===== src/annun_map.svh =====
`ifndef ANNUN_MAP_SVH
`define ANNUN_MAP_SVH
// apb register byte offsets
`define OFS_CTRL 12'h000
`define OFS_STAT 12'h004
`define OFS_IRQ_STAT 12'h008
`define OFS_IRQ_MASK 12'h00c
// control bits (write one = pulse)
`define CTRL_ACK 0
`define CTRL_SILENCE 1
`define CTRL_RESET 2
// irq bits
`define IRQ_SILENCE 0
`define IRQ_RESET 1
`define IRQ_REVERT 2
`define IRQ_W 3
// timing
`define SILENCE_HOLD_S 10
`define REVERT_HOURS 24
`define CLK_HZ 25000000
`endif


===== src/annun_pkg.sv =====
package annun_pkg;
   typedef enum logic [1:0] {LED_OFF, LED_FLASH, LED_STEADY} led_mode_t;
   typedef enum logic [1:0] {CL_PRE, CL_TRB, CL_SUP, CL_ALM} class_t;
endpackage


===== src/status_led_annunciator.sv =====
// Our own choices: the APB slave port and the register offsets.
`include "annun_map.svh"
// Contract
// - power led steady when mains good
// - alarm flashes while alarm or clear unacked
// - alarm steady once everything acknowledged
// - reset clears alarm only if idle, acked
// - prealarm flashes unacked, steady when acked
// - prealarm off after every source cleared
// - trouble flashes unacked, steady when acked
// - trouble off after every source cleared
// - supervisory flashes unacked, steady when acked
// - supervisory off after every source cleared
// - silence press with alarms acked lights silence
// - silence off on reset or re-press
// - each accepted press toggles silenceable outputs, unless a panel reset lands in the same cycle
// - acknowledged conditions revert within a day
// - ignore silence presses within ten seconds
module status_led_annunciator #(
   parameter int N_SRC = 8,
   parameter int BLINK_HALF = 12500000,
   parameter int SILENCE_CYCLES = `SILENCE_HOLD_S * `CLK_HZ,
   parameter int REVERT_CYCLES = 32'h7fffffff
) (
   // clock and reset
   input wire logic CLK,
   input wire logic RST,
   input wire logic CE,
   // apb
   input wire logic PSEL,
   input wire logic PENABLE,
   input wire logic PWRITE,
   input wire logic [11:0] PADDR,
   input wire logic [31:0] PWDATA,
   output logic [31:0] PRDATA,
   output logic PREADY,
   output logic PSLVERR,
   // field inputs (asynchronous)
   input wire logic MAINS_OK,
   input wire logic [N_SRC-1:0] ALM_SET,
   input wire logic [N_SRC-1:0] ALM_CLR,
   input wire logic [N_SRC-1:0] PRE_SET,
   input wire logic [N_SRC-1:0] PRE_CLR,
   input wire logic [N_SRC-1:0] TRB_SET,
   input wire logic [N_SRC-1:0] TRB_CLR,
   input wire logic [N_SRC-1:0] SUP_SET,
   input wire logic [N_SRC-1:0] SUP_CLR,
   // indicators and outputs
   output logic LED_POWER,
   output logic LED_ALARM,
   output logic LED_PREALARM,
   output logic LED_TROUBLE,
   output logic LED_SUPERVISORY,
   output logic LED_SILENCE,
   output logic SILENCEABLE_ON,
   output logic IRQ
);
   localparam int NV = 8 * N_SRC + 1;
   // field inputs: two flops, then edge detect on second stage
   logic [NV-1:0] s1_q;
   logic [NV-1:0] s2_q;
   logic [NV-1:0] s3_q;
   wire [NV-1:0] raw = {MAINS_OK, ALM_SET, ALM_CLR, PRE_SET, PRE_CLR,
      TRB_SET, TRB_CLR, SUP_SET, SUP_CLR};
   wire [NV-1:0] rise = s2_q & ~s3_q;
   wire mains_ok = s2_q[NV-1];
   wire [N_SRC-1:0] alm_set = rise[8*N_SRC-1 -: N_SRC];
   wire [N_SRC-1:0] alm_clr = rise[7*N_SRC-1 -: N_SRC];
   wire [N_SRC-1:0] pre_set = rise[6*N_SRC-1 -: N_SRC];
   wire [N_SRC-1:0] pre_clr = rise[5*N_SRC-1 -: N_SRC];
   wire [N_SRC-1:0] trb_set = rise[4*N_SRC-1 -: N_SRC];
   wire [N_SRC-1:0] trb_clr = rise[3*N_SRC-1 -: N_SRC];
   wire [N_SRC-1:0] sup_set = rise[2*N_SRC-1 -: N_SRC];
   wire [N_SRC-1:0] sup_clr = rise[N_SRC-1:0];
   always_ff @(posedge CLK)
   begin
      if (RST)
      begin
         s1_q <= '0;
         s2_q <= '0;
         s3_q <= '0;
      end
      else if (CE)
      begin
         s1_q <= raw;
         s2_q <= s1_q;
         s3_q <= s2_q;
      end
   end

   // apb decode; zero wait states
   wire wr = PSEL & PENABLE & PWRITE;
   wire rd_setup = PSEL & ~PENABLE & ~PWRITE;
   wire hit_ctrl = (PADDR == `OFS_CTRL);
   wire hit_stat = (PADDR == `OFS_STAT);
   wire hit_ist = (PADDR == `OFS_IRQ_STAT);
   wire hit_msk = (PADDR == `OFS_IRQ_MASK);
   wire mapped = hit_ctrl | hit_stat | hit_ist | hit_msk;
   wire ack_p = wr & hit_ctrl & PWDATA[`CTRL_ACK];
   wire sil_p = wr & hit_ctrl & PWDATA[`CTRL_SILENCE];
   wire rst_p = wr & hit_ctrl & PWDATA[`CTRL_RESET];

   // panel reset: only when every alarm acked and no source alarming
   logic alm_act;
   logic alm_unack;
   logic pre_act;
   logic pre_unack;
   logic trb_act;
   logic trb_unack;
   logic sup_act;
   logic sup_unack;
   logic [3:0] rev;
   wire panel_reset = rst_p & ~alm_unack & ~(|s2_q[8*N_SRC-1 -: N_SRC]);

   class_track #(.N(N_SRC), .REVERT_CYCLES(REVERT_CYCLES)) u_alm (
      .clk(CLK), .rst(RST), .ce(CE),
      .ev_set(alm_set), .ev_clr(alm_clr),
      .ack(ack_p), .clear_all(panel_reset),
      .any_active(alm_act), .any_unack(alm_unack), .reverted(rev[annun_pkg::CL_ALM])
   );
   // pre-alarm, trouble, supervisory clear only by per-source clears
   class_track #(.N(N_SRC), .REVERT_CYCLES(REVERT_CYCLES)) u_pre (
      .clk(CLK), .rst(RST), .ce(CE),
      .ev_set(pre_set), .ev_clr(pre_clr), .ack(ack_p), .clear_all(1'b0),
      .any_active(pre_act), .any_unack(pre_unack), .reverted(rev[annun_pkg::CL_PRE])
   );
   class_track #(.N(N_SRC), .REVERT_CYCLES(REVERT_CYCLES)) u_trb (
      .clk(CLK), .rst(RST), .ce(CE),
      .ev_set(trb_set), .ev_clr(trb_clr), .ack(ack_p), .clear_all(1'b0),
      .any_active(trb_act), .any_unack(trb_unack), .reverted(rev[annun_pkg::CL_TRB])
   );
   class_track #(.N(N_SRC), .REVERT_CYCLES(REVERT_CYCLES)) u_sup (
      .clk(CLK), .rst(RST), .ce(CE),
      .ev_set(sup_set), .ev_clr(sup_clr), .ack(ack_p), .clear_all(1'b0),
      .any_active(sup_act), .any_unack(sup_unack), .reverted(rev[annun_pkg::CL_SUP])
   );

   // an alarm whose clear is unacked keeps the alarm led lit (flashing)
   logic alm_lit_q;
   wire alm_lit_d = panel_reset ? 1'b0 : (alm_act | alm_unack | alm_lit_q);

   logic blink;
   blink_gen #(.HALF_CYCLES(BLINK_HALF)) u_blink (
      .clk(CLK), .rst(RST), .ce(CE), .blink(blink)
   );

   // silence key with 10 s lockout
   logic [31:0] lock_q;
   logic sil_q;
   logic outs_on_q;
   wire lock_busy = (lock_q != 32'h0);
   wire sil_take = sil_p & ~lock_busy & ~alm_unack & alm_act;
   // each accepted press toggles silence, but a panel reset in the same cycle clears it
   wire sil_d = panel_reset ? 1'b0 : (sil_take ? ~sil_q : sil_q);

   // interrupts: sticky, w1c, event wins over clear
   logic [`IRQ_W-1:0] ist_q;
   logic [`IRQ_W-1:0] msk_q;
   wire [`IRQ_W-1:0] ev_irq = {|rev, panel_reset, sil_take};
   wire [`IRQ_W-1:0] w1c = (wr & hit_ist) ? PWDATA[`IRQ_W-1:0] : '0;
   wire [31:0] stat_word = {21'h0, sil_q, sup_unack, sup_act, trb_unack, trb_act,
      pre_unack, pre_act, alm_unack, alm_act, alm_lit_q, mains_ok};
   wire [31:0] rd_mux = hit_stat ? stat_word
      : hit_ist ? {29'h0, ist_q}
      : hit_msk ? {29'h0, msk_q} : 32'h0;

   always_ff @(posedge CLK)
   begin
      if (RST)
      begin
         alm_lit_q <= 1'b0;
         lock_q <= '0;
         sil_q <= 1'b0;
         outs_on_q <= 1'b1;
         ist_q <= '0;
         msk_q <= '0;
         PRDATA <= '0;
         PREADY <= 1'b0;
         PSLVERR <= 1'b0;
         LED_POWER <= 1'b0;
         LED_ALARM <= 1'b0;
         LED_PREALARM <= 1'b0;
         LED_TROUBLE <= 1'b0;
         LED_SUPERVISORY <= 1'b0;
         LED_SILENCE <= 1'b0;
         SILENCEABLE_ON <= 1'b1;
         IRQ <= 1'b0;
      end
      else if (CE)
      begin
         alm_lit_q <= alm_lit_d;
         // lockout restarts on any press, accepted or not
         lock_q <= sil_p ? 32'(SILENCE_CYCLES) : (lock_busy ? lock_q - 32'h1 : lock_q);
         sil_q <= sil_d;
         outs_on_q <= ~sil_d;
         ist_q <= ev_irq | (ist_q & ~w1c);
         if (wr & hit_msk)
            msk_q <= PWDATA[`IRQ_W-1:0];
         PREADY <= PSEL & ~PENABLE;
         PSLVERR <= PSEL & ~PENABLE & ~mapped;
         if (rd_setup)
            PRDATA <= rd_mux;
         LED_POWER <= mains_ok;
         LED_ALARM <= alm_unack ? blink : alm_lit_q;
         LED_PREALARM <= pre_unack ? blink : pre_act;
         LED_TROUBLE <= trb_unack ? blink : trb_act;
         LED_SUPERVISORY <= sup_unack ? blink : sup_act;
         LED_SILENCE <= sil_q;
         SILENCEABLE_ON <= outs_on_q;
         IRQ <= |(ist_q & msk_q);
      end
   end
endmodule


===== src/blink_gen.sv =====
// common blink phase for all flashing indicators
module blink_gen #(
   parameter int HALF_CYCLES = 12500000
) (
   input wire logic clk,
   input wire logic rst,
   input wire logic ce,
   output logic blink
);
   logic [31:0] cnt_q;
   wire wrap = (cnt_q == 32'(HALF_CYCLES - 1));
   always_ff @(posedge clk)
   begin
      if (rst)
      begin
         cnt_q <= '0;
         blink <= 1'b0;
      end
      else if (ce)
      begin
         cnt_q <= wrap ? '0 : cnt_q + 32'h1;
         if (wrap)
            blink <= ~blink;
      end
   end
endmodule


===== src/class_track.sv =====
// one event class: per-source active and unacknowledged bits
module class_track #(
   parameter int N = 8,
   parameter int REVERT_CYCLES = 32'h7fffffff
) (
   input wire logic clk,
   input wire logic rst,
   input wire logic ce,
   input wire logic [N-1:0] ev_set,
   input wire logic [N-1:0] ev_clr,
   input wire logic ack,
   input wire logic clear_all,
   output logic any_active,
   output logic any_unack,
   output logic reverted
);
   logic [N-1:0] act_q;
   logic [N-1:0] unack_q;
   logic [N-1:0] act_d;
   logic [N-1:0] unack_d;
   logic [31:0] age_q;
   wire age_done = (age_q == 32'(REVERT_CYCLES - 1));
   wire acked_hold = (|act_q) & ~(|unack_q);
   genvar i;
   generate
      for (i = 0; i < N; i++)
      begin : g_src
         // set wins over clear, events win over ack
         assign act_d[i] = ev_set[i] | (act_q[i] & ~ev_clr[i] & ~clear_all);
         assign unack_d[i] = ev_set[i] | (ev_clr[i] & act_q[i])
            | (age_done & act_q[i]) | (unack_q[i] & ~ack & ~clear_all);
      end
   endgenerate
   always_ff @(posedge clk)
   begin
      if (rst)
      begin
         act_q <= '0;
         unack_q <= '0;
         age_q <= '0;
         reverted <= 1'b0;
      end
      else if (ce)
      begin
         act_q <= act_d;
         unack_q <= unack_d;
         age_q <= (acked_hold & ~age_done) ? age_q + 32'h1 : '0;
         reverted <= acked_hold & age_done;
      end
   end
   assign any_active = |act_q;
   assign any_unack = |unack_q;
endmodule


===== config.mk =====
export PLATFORM = sky130hd
export DESIGN_NAME = status_led_annunciator
export DESIGN_NICKNAME = d
export VERILOG_FILES = /design/src/annun_pkg.sv /design/src/status_led_annunciator.sv /design/src/blink_gen.sv /design/src/class_track.sv
export VERILOG_INCLUDE_DIRS = /design/src /design/src/src
export SDC_FILE = /design/constraint.sdc
export NUM_CORES = 1
export LEC_CHECK = 0
export ABC_CLOCK_PERIOD_IN_PS = 4900
export BUFFER_PORTS_ARGS = -buffer_cell sky130_fd_sc_hd__buf_2
export CORE_MARGIN = 1
export CORE_UTILIZATION = 55
export CTS_BUF_LIST = sky130_fd_sc_hd__clkbuf_8
export DETAILED_ROUTE_END_ITERATION = 6
export GPL_ROUTABILITY_DRIVEN = 0
export HOLD_SLACK_MARGIN = 0.15
export PLACE_DENSITY_LB_ADDON = 0.3
export RECOVER_POWER = 50
export SLEW_MARGIN = 5
export SYNTH_ARGS = -nofsm -noshare
export SYNTH_HDL_FRONTEND = slang
export SYNTH_SLANG_ARGS = --single-unit

===== constraint.sdc =====
create_clock -name CLK -period 4.9 [get_ports CLK]
set_input_delay 1.225 -clock CLK [delete_from_list [all_inputs] [get_ports CLK]]
set_output_delay 1.225 -clock CLK [all_outputs]
set_load 0.02 [all_outputs]

==> run metrics, run 1 <==
CTS H-tree depth 3; crit-path max FO 90; DRT Pass-1 Iters 7; CTS tree built; post-CTS setup buffers 0; share of cells above drive strength 1 between 10 and 15%; RSZ-0062 raised after global routing no; cts hold-fix bufs 0; IR drop worst, VDD 345 uV; Initial Utilization between 50% and 60%; via count around 16,000; Psw 2.60 mW; WL final ~45,000 um; Worst Tran Pin Value between 2 and 2.5 ns; Final Critical Period around 3.7 ns; pre-CTS WS approximately 0.93 ns; EDFF count, synth 0; Worst Path Class, Setup primary input to register; CTS Buffer Depth 3; Remaining DRCs 0; WL per Instance between 15 and 20 um; Util after Layout a little over three fifths; initial antenna violation count 1; Die Area just under 0.04 sq mm; clk root buf clkbuf_8; Max-Slew Margin vs Limit -63.2%; post-synthesis sequential area ratio between 40% and 50%; PostCTS Resize Cnt 0; HP Class register to register; Arrival @ worst endpoint 4.22 ns; Post-Synthesis Cell Area roughly 0.021 sq mm; final std cells w/o fill 2,903; Final #Nets approximately 2,500; switch share 28.0%; Fin. Hold Viols 0; Async SR Flop Fraction 0%; number of global-route vias before repair ~16,000; commonest non-fill, non-tap cell in the layout dfxtp_1; first-pass GRT wire length 74,100 um; Synth cell types 66; FF+latch count, synth between 400 and 500; commonest cells after routing, fill and taps aside dfxtp_1, nor2_1, mux2i_1; Die Width around 200 um; status finished with violations; internal power around 6.7 mW; violated checks max-capacitance violations, max-slew violations; Logic pwr share 15.4%; clk_skew around 0.020 ns; Post-Syn Area per Cell 9.01 sq um; Gate Count Post-Synth ~2,300; Flop pwr share around 46%; ys flop type dfxtp_1; core area between 0.03 and 0.04 sq mm; YS warnings 0; Power Density roughly 400 mW/mm^2; Lkg Pwr about 9 nW; critical path capture point type register; vias per cell 5.64; max_cap viols 3; Total GRT Usage about 23%; hpwl dp roughly 30,000 um; CTS clk-pin slew, worst paths roughly 0.050 ns; TritonCTS buffer count 78; total power roughly 9 mW; # setup viols final 0; final worst setup slack roughly 1.2 ns; Worst setup SP type primary input; Antenna Nets Post-Route 0; row count 70; fmax 269 MHz; GRT Residual Overflow 0; largest net degree at the start of global routing around 150; die span in y 196 um; PortBufs roughly 110; # IOs about 160; CP required ~5.4 ns; Max Slew Vio Count 320; Final TNS setup 0 ns; final period utilization between 70% and 80%; synthesis-to-finish area growth 11.4%; clk_lat worst skew 0.62 ns; clock net sink count a little under 500; Clock power frac about two fifths; placed cell count about 2,800; 1st-iter DRT viols between 800 and 900
[flip-flops by register name, indices dropped and copies added (netlist names), 8 cells and up]
name / flops
s2_q: 65
lock_q: 32
u_sup.unack_q: 8
u_pre.age_q: 32
s3_q: 64
u_pre.act_q: 8
u_trb.act_q: 8
u_alm.act_q: 8
s1_q: 65
PRDATA: 11
u_sup.act_q: 8
u_alm.age_q: 32
u_alm.unack_q: 8
u_pre.unack_q: 8
u_blink.cnt_q: 32
u_trb.unack_q: 8
u_sup.age_q: 32
u_trb.age_q: 32
[layout make-up]
cell class / count / area, sq um
Fill cell: 3078 / 13700
Multi-Input combinational cell: 1664 / 10300
Sequential cell: 485 / 9710
Clock buffer: 101 / 1390
Timing Repair Buffer: 126 / 692
Tap cell: 468 / 586
Clock inverter: 36 / 243
Inverter: 22 / 82.6
Antenna cell: 1 / 2.50
[power groups by stage]
| stage | registers [mW] | clock network (mW) | logic, mW |
|---|---|---|---|
| after floorplan | 4.32 | 0 | 1.17 |
| after global placement | 4.35 | 0 | 1.35 |
| after detailed placement | 4.36 | 0 | 1.39 |
| after CTS | 4.28 | 3.65 | 1.41 |
| after global routing | 4.30 | 3.82 | 1.57 |
| final | 4.28 | 3.56 | 1.42 |
[final timing paths]
path	slack, ns	endpoint	from	cells past startpoint
min	0.45	u_alm.unack_q[4]	u_alm.unack_q[4]	2
max	1.18	u_alm.act_q[1]	CE	4
max reg2reg	1.93	u_pre.age_q[15]	u_pre.act_q[4]	6
min reg2reg	0.45	u_alm.unack_q[4]	u_alm.unack_q[4]	2
[Yosys cell counts, types with 28 or more instances]
library cell	instances	share of area, %
nor2_1	421	7.6
nor2b_1	46	1.4
nor4_1	46	1.4
clkbuf_1	104	1.9
a21oi_1	66	1.6
o21ai_0	52	1.3
xor2_1	70	3.0
and4_1	28	1.2
or4_1	29	1.1
nand4_1	56	1.7
nand2_1	160	2.9
nand3b_1	28	1.0
nor3_1	36	0.87
mux2i_1	202	9.8
dfxtp_1	485	47
nand3_1	70	1.7
o211ai_1	29	1.1
xnor2_1	84	3.6
[critical path, stage by stage]
cell,delay [ns]
buf_8,0.31
clkbuf_2,1.78
o21ai_0,0.39
a32o_1,0.39
[logic make-up (layout without fill, tap and decap cells)]
family	after synthesis	after routing	share of synthesized area [%]
buffers and inverters	169	285	3.55
other	1	22	0.0181
muxes	204	204	9.88
DFF	485	485	46.9
AOI/OAI and AO/OA	255	255	8.28
adders and majority gates	10	10	0.605
xor gates and xnor gates	154	154	6.52
and+or+nand+nor	1020	1020	24.2
[metrics by stage]
| stage | hold slack [ns] | instance area, sq um |
|---|---|---|
| 2_1_floorplan | 0.431 | 20800 |
| 3_5_place_dp | 0.447 | 21500 |
| 4_1_cts | 0.455 | 23100 |
| 6_report | 0.452 | 23100 |
| 3_3_place_gp | 0.440 | 21500 |
| 5_1_grt | 0.479 | 23100 |
[routing by layer]
| metal | routed length, um | global-route usage, % |
|---|---|---|
| met1 | 20800 | 29.7 |
| met5 | 0 | 0 |
| met2 | 21000 | 38.5 |
| met3 | 2160 | 4.35 |
| met4 | 1000 | 8.59 |
No activity file was read; power rests on OpenSTA's default activity.
==> inputs of run 2 (changes only) <==
--- a/config.mk
+++ b/config.mk
@@ -6,7 +6,8 @@
 export SDC_FILE = /design/constraint.sdc
 export NUM_CORES = 1
 export LEC_CHECK = 0
-export ABC_CLOCK_PERIOD_IN_PS = 4900
+export ABC_AREA = 1
+export ABC_CLOCK_PERIOD_IN_PS = 3200
 export BUFFER_PORTS_ARGS = -buffer_cell sky130_fd_sc_hd__buf_2
 export CORE_MARGIN = 1
 export CORE_UTILIZATION = 55
==> constraint.sdc (replaced) <==
create_clock -name CLK -period 3.2 [get_ports CLK]
set_input_delay 0.8 -clock CLK [delete_from_list [all_inputs] [get_ports CLK]]
set_output_delay 0.8 -clock CLK [all_outputs]
set_load 0.02 [all_outputs]
==> run 2 against run 1 <==
The flow still finishes with violations (max-capacitance violations, max-slew violations). Clock skew rose by 0.015 ns. Global-route usage rose by 2.1 points. Routed wire length rose by 14%. Combinational power rose by 99%. Hold slack got worse by 0.055 ns. Critical path depth rose by 1.
==> run metrics, run 2 <==
status finished with violations; violated checks max-capacitance violations, max-slew violations; WL per Instance between 10 and 15 um; GRT Residual Overflow 0; largest registers s1_q: 65 flops, s2_q: 65 flops, s3_q: 64 flops; reg-to-reg startpoint u_alm.age_q[22]; TritonCTS buffer count 80; max_cap viols 3; fmax around 380 MHz; largest net degree at the start of global routing 180; CTS H-tree depth 3; initial antenna violation count 1; post-synthesis sequential area ratio between 40% and 50%; Arrival @ worst endpoint 3.18 ns; Power Density between 600 and 700 mW/mm^2; mux share of post-synthesis cell area 0%; Fin. Hold Viols 0; share of cells above drive strength 1 under 10%; # setup viols final 0; Initial Utilization about 56%; largest delay contributor family on the critical path buffers and inverters; share of the synthesized area in the top cell type ~45%; cts hold-fix bufs 0; IR drop worst, VDD 412 uV; crit-path max FO 179; ys flop type dfxtp_1; critical path capture point type register; die span in y slightly above 200 um; post-CTS setup buffers 0; CP required approximately 3.7 ns; core area ~0.039 sq mm; first-pass GRT wire length approximately 87,000 um; combinational family with the most area after synthesis simple AND/OR/NAND/NOR gates; CTS Buffer Depth 3; HP Class primary input to register; Gate Count Post-Synth approximately 3,100; Die Width between 200 and 250 um; RR Endpoint u_alm.age_q[18]; critical path buffer and inverter count 3; # IOs between 150 and 200; Final Critical Period between 2 and 3 ns; Min-Delay Path Depth 3; FF+latch count, synth between 400 and 500; vias per cell approximately 5.3; Die Area roughly 0.040 sq mm; post-synth top area cell dfxtp_1; Util after Layout between 60% and 70%; synth cell count leaders nor2_1, nand2_1, dfxtp_1; synthesis-to-finish area growth 11.0%; ANT cells 0; top-count cell post-synth nor2_1; Worst Tran Pin Value 1.87 ns; simple-gate share of the synthesized area 29.3%; Worst Path Class, Setup primary input to register; PortBufs approximately 110; Lkg Pwr between 9 and 10 nW; Max Slew Vio Count between 200 and 300; worst-path cell chain buf_6, inv_8, clkbuf_4, o21ai_0, a21oi_1; hold_sp TRB_CLR[4]; CP peak stage delay roughly 1.2 ns; DRT Pass-1 Iters 6; Final TNS setup 0 ns; RSZ-0062 raised after global routing no; clock net sink count just under 500; largest cells by area after synthesis dfxtp_1, nor2_1, nand2_1, o21ai_0, a21oi_1; WL final about 51,000 um; WHS Endpoint s1_q[20]; Remaining DRCs 0; Final #Nets 3,318; Crit-path slowest cell clkbuf_4; 1st-iter DRT viols around 1,600; clk root buf clkbuf_8; number of global-route vias before repair between 15,000 and 20,000; Antenna Nets Post-Route 0; clk_lat worst skew approximately 0.63 ns; Post-Syn Area per Cell between 7 and 8 sq um; commonest non-fill, non-tap cell in the layout nor2_1; Async SR Flop Fraction 0%; clk_skew 0.0354 ns; adder-cell area share of the yosys netlist less than 1%; CTS clk-pin slew, worst paths ~0.060 ns; YS warnings 0; Compound-Gate Fraction of Synth Area 13.2%; EDFF count, synth 0; via count 20,000; row count between 70 and 80; Synth cell types 44; Synth Area in XOR/XNOR roughly 4.3%; PostCTS Resize Cnt 0; Reg2Reg Setup Slack 0.95 ns; Total GRT Usage about 25%; hpwl dp about 35,000 um; Max-Slew Margin vs Limit -24.6%; commonest cells after routing, fill and taps aside nor2_1, nand2_1, dfxtp_1; Worst setup SP type primary input; Post-Synthesis Cell Area about 0.022 sq mm; CTS tree built; final period utilization roughly 83%; filler cell count around 3,500; Reg2Reg Depth 10
## run 2: cell types whose count changed after synthesis, moves of 61 or more
cell / change
a21oi_1: +165
inv_1: +252
mux2i_1: -202
nand2_1: +353
nand3_1: +89
nor2_1: +236
nor3_1: +61
o21ai_0: +210
## run 2: logic make-up after synthesis
group	after synthesis
other cells	1
xor+xnor	108
simple gates	1532
flops	485
buf+inv	421
fa+ha+maj	10
compound gates	546
## run 2: worst register-to-register path: stages, from the launching register on
cell	delay, ns
dfxtp_1	0.41
inv_1	0.08
nor3_1	0.25
nand2_1	0.07
nor2_1	0.24
nand2_1	0.32
nand2_1	0.17
nand2_1	0.10
nand2_1	0.09
buf_4	0.30
nor2_1	0.10
## run 2: cell type report
cell class / count / area (sq um) / share of cell area (%)
clock buffers: 99 / 1360 / 5.63
clock inverters: 38 / 253 / 1.05
inverters: 276 / 1050 / 4.33
multi-input cells: 2217 / 10400 / 43.1
flip-flops and latches: 485 / 9710 / 40.1
well taps: 518 / 648 / 2.68
repair buffers: 133 / 748 / 3.09
## run 2: worst max-delay path by stage
stage                                 from               end  slack, ns  cells after the start
after floorplan                   PADDR[1]  u_sup.unack_q[3]       1.07                      9
after global placement            PADDR[1]         PRDATA[6]       0.53                     10
after detailed placement          PADDR[1]         PRDATA[6]       0.45                     10
after CTS                 u_sup.unack_q[2]    u_sup.age_q[0]       0.93                     10
after global routing                    CE   u_sup.age_q[26]       0.39                      7
final                                   CE          s2_q[12]       0.55                      5
## run 2: per-stage QoR
stage	setup slack (ns)	hold WS, ns	std cells	cell area (sq um)	total power, mW
6_report	0.547	0.397	3766	24200	15.0
2_1_floorplan	1.07	0.434	3123	21900	8.96
5_1_grt	0.387	0.398	3766	24200	15.8
3_5_place_dp	0.446	0.445	3629	22600	9.56
3_3_place_gp	0.532	0.436	3629	22600	9.48
4_1_cts	0.934	0.369	3766	24200	15.0
## run 2: power breakdown
group	total (mW)	leakage [nW]	internal (mW)	switching [mW]
combinational	2.82	4.83	0.976	1.85
sequential	6.65	3.97	6.39	0.259
clock	5.49	0.923	3.03	2.46
## run 2: routing by layer
| layer | part of all wire [%] | GRT usage, % |
|---|---|---|
| met2 | 46 | 42.2 |
| met5 | 0 | 0 |
| met1 | 46 | 32.8 |
| met4 | 2.4 | 9.27 |
| met3 | 5.5 | 3.93 |
==> inputs of run 3 (changes only) <==
--- a/config.mk
+++ b/config.mk
@@ -7,7 +7,7 @@
 export NUM_CORES = 1
 export LEC_CHECK = 0
 export ABC_AREA = 1
-export ABC_CLOCK_PERIOD_IN_PS = 3200
+export ABC_CLOCK_PERIOD_IN_PS = 2260
 export BUFFER_PORTS_ARGS = -buffer_cell sky130_fd_sc_hd__buf_2
 export CORE_MARGIN = 1
 export CORE_UTILIZATION = 55
==> constraint.sdc (replaced) <==
create_clock -name CLK -period 2.26 [get_ports CLK]
set_input_delay 0.565 -clock CLK [delete_from_list [all_inputs] [get_ports CLK]]
set_output_delay 0.565 -clock CLK [all_outputs]
set_load 0.02 [all_outputs]
==> run 3 against run 2 <==
The flow still finishes with violations (max-capacitance violations, max-slew violations). Die area is the same. Hold slack lost 0.22 ns. Global-route usage grew 0.25 points. Flip-flop and latch count is the same. Clock skew grew 0.0020 ns. Via count grew 1.3%. Non-clock buffer count grew 59. Clock power grew 37%. Total power grew 41%. Largest power group unchanged.
==> run metrics, run 3 (same netlist as run 2, synthesis figures left out) <==
synthesis-to-finish area growth 13.5%; Clock power frac between 30 and 40%; share of cells above drive strength 1 between 9 and 10%; CP peak stage delay 0.31 ns; Power Density 851 mW/mm^2; Flop pwr share between 40% and 50%; PortBufs ~110; RSZ-0062 raised after global routing no; die span in y a little over 200 um; CTS H-tree depth 3; Die Area 0.0404 sq mm; Final Critical Period between 2 and 2.5 ns; Worst Path Class, Setup register to register; CTS tree built; final period utilization between 90% and 100%; CTS clk-pin slew, worst paths approximately 0.06 ns; Remaining DRCs 0; Die Width just over 200 um; CP required between 2 and 3 ns; Initial Utilization 56.1%; post-CTS setup buffers 0; WL final 51,700 um; commonest non-fill, non-tap cell in the layout nor2_1; fmax 467 MHz; internal power roughly 15 mW; status finished with violations; largest registers s1_q: 65 flops, s2_q: 65 flops, s3_q: 64 flops; switch share 30.7%; Arrival @ worst endpoint around 2.6 ns; TritonCTS buffer count 80; Psw 6.46 mW; critical path capture point type register; HP Class primary input to register; Logic pwr share between 10% and 20%; Lkg Pwr 9.99 nW; Placed Area 0.0230 sq mm; Hold WS around 0.17 ns; Worst Tran Pin Value around 1.6 ns; CTS Buffer Depth 3; Crit-path slowest cell dfxtp_1; 1st-iter DRT viols approximately 1,400; Final #Nets roughly 3,400; row count 72; hpwl dp about 35,000 um; Fin. Hold Viols 0; clk_skew 0.0374 ns; clk root buf clkbuf_8; # IOs between 150 and 200; largest delay contributor family on the critical path simple AND/OR/NAND/NOR gates; critical path buffer and inverter count 2; worst-path cell chain inv_1, ha_1, nand2_2, nor2_4, nand2_4, nor2_8, nor2_2, nor2_2, buf_12, nor2_1, nor2_1, nor2_1; filler cell count ~3,400; violated checks max-capacitance violations, max-slew violations; Reg2Reg Setup Slack between 0.1 and 0.15 ns; core area 0.0388 sq mm; via count 20,200; Antenna Nets Post-Route 0; GRT Residual Overflow 0; # setup viols final 0; max_cap viols 1; IR drop worst, VDD around 580 uV; WL per Instance 13.5 um; vias per cell 5.29; largest net degree at the start of global routing 96; Max Slew Vio Count 60; initial antenna violation count 1; Total GRT Usage about 25%; first-pass GRT wire length 87,700 um; DRT Pass-1 Iters 5; design area around 0.025 sq mm; ANT cells 0; most used cell, CP nor2_1; number of global-route vias before repair 19,000; Worst setup SP type register; Max-Slew Margin vs Limit -7.98%; Util after Layout between 60% and 70%; Final TNS setup 0 ns; clock net sink count a little under 500; crit-path max FO 28; commonest cells after routing, fill and taps aside nor2_1, nand2_1, dfxtp_1; clk_lat worst skew around 0.65 ns
run 3: cell count changes in the layout (fill, tap and decap cells not counted), sizes merged:
cell,change
bufinv,-2
clkbuf,+4
inv,-8
clkinv,+8
buf,+29
clkinvlp,+3
dlygate4sd3,+26
run 3: routing by layer:
metal  GRT usage, %  vias to the layer above  wire length, um
met2           42.9                      495            24300
met3           3.81                       96             2470
met5              0                        -                0
met4           8.81                        0             1140
met1           33.2                     9371            23800
li1               -                    10300                -
run 3: per-stage QoR:
stage | total power, mW | setup WS (ns) | std cells
floorplan | 12.7 | 0.362 | 3123
global placement | 13.5 | 0.0711 | 3662
detailed placement | 13.6 | 0.0279 | 3662
CTS | 21.2 | 0.184 | 3826
global route | 22.3 | 0.0119 | 3826
finish | 21.1 | 0.119 | 3826
run 3: power by group through the flow:
stage               registers, mW  clock network [mW]  logic, mW
CTS                          9.41                7.68       4.11
global placement             9.56                   0       3.97
finish                       9.42                7.53       4.12
detailed placement           9.59                   0       4.05
global route                 9.47                8.11       4.69
floorplan                    9.51                   0       3.19
run 3: what timing repair did:
action / CTS / global route
endpoints found under the hold margin: 26 / 0
gates resized for setup: 0 / 1
hold buffers: 26 / 0
endpoints found under the setup margin: 0 / 3
run 3: worst min-delay path, stage by stage:
cell    delay, ns
buf_2        0.08
nor2_1       0.04
nor2_1       0.08
run 3: area by class of cell:
class,instances,area [sq um],share of cell area (%)
well taps,518,648,2.62
inverters,276,1040,4.22
clock buffers,99,1360,5.51
repair buffers,192,1350,5.44
multi-input cells,2217,10400,42.1
flip-flops and latches,485,9710,39.3
clock inverters,39,205,0.830
run 3: worst paths after layout:
path	startpoint	endpoint	cells after the start
max reg2reg	lock_q[0]	lock_q[29]	12
min reg2reg	s3_q[7]	s3_q[7]	2
min	PRE_SET[3]	s1_q[43]	3
max	lock_q[0]	lock_q[29]	12
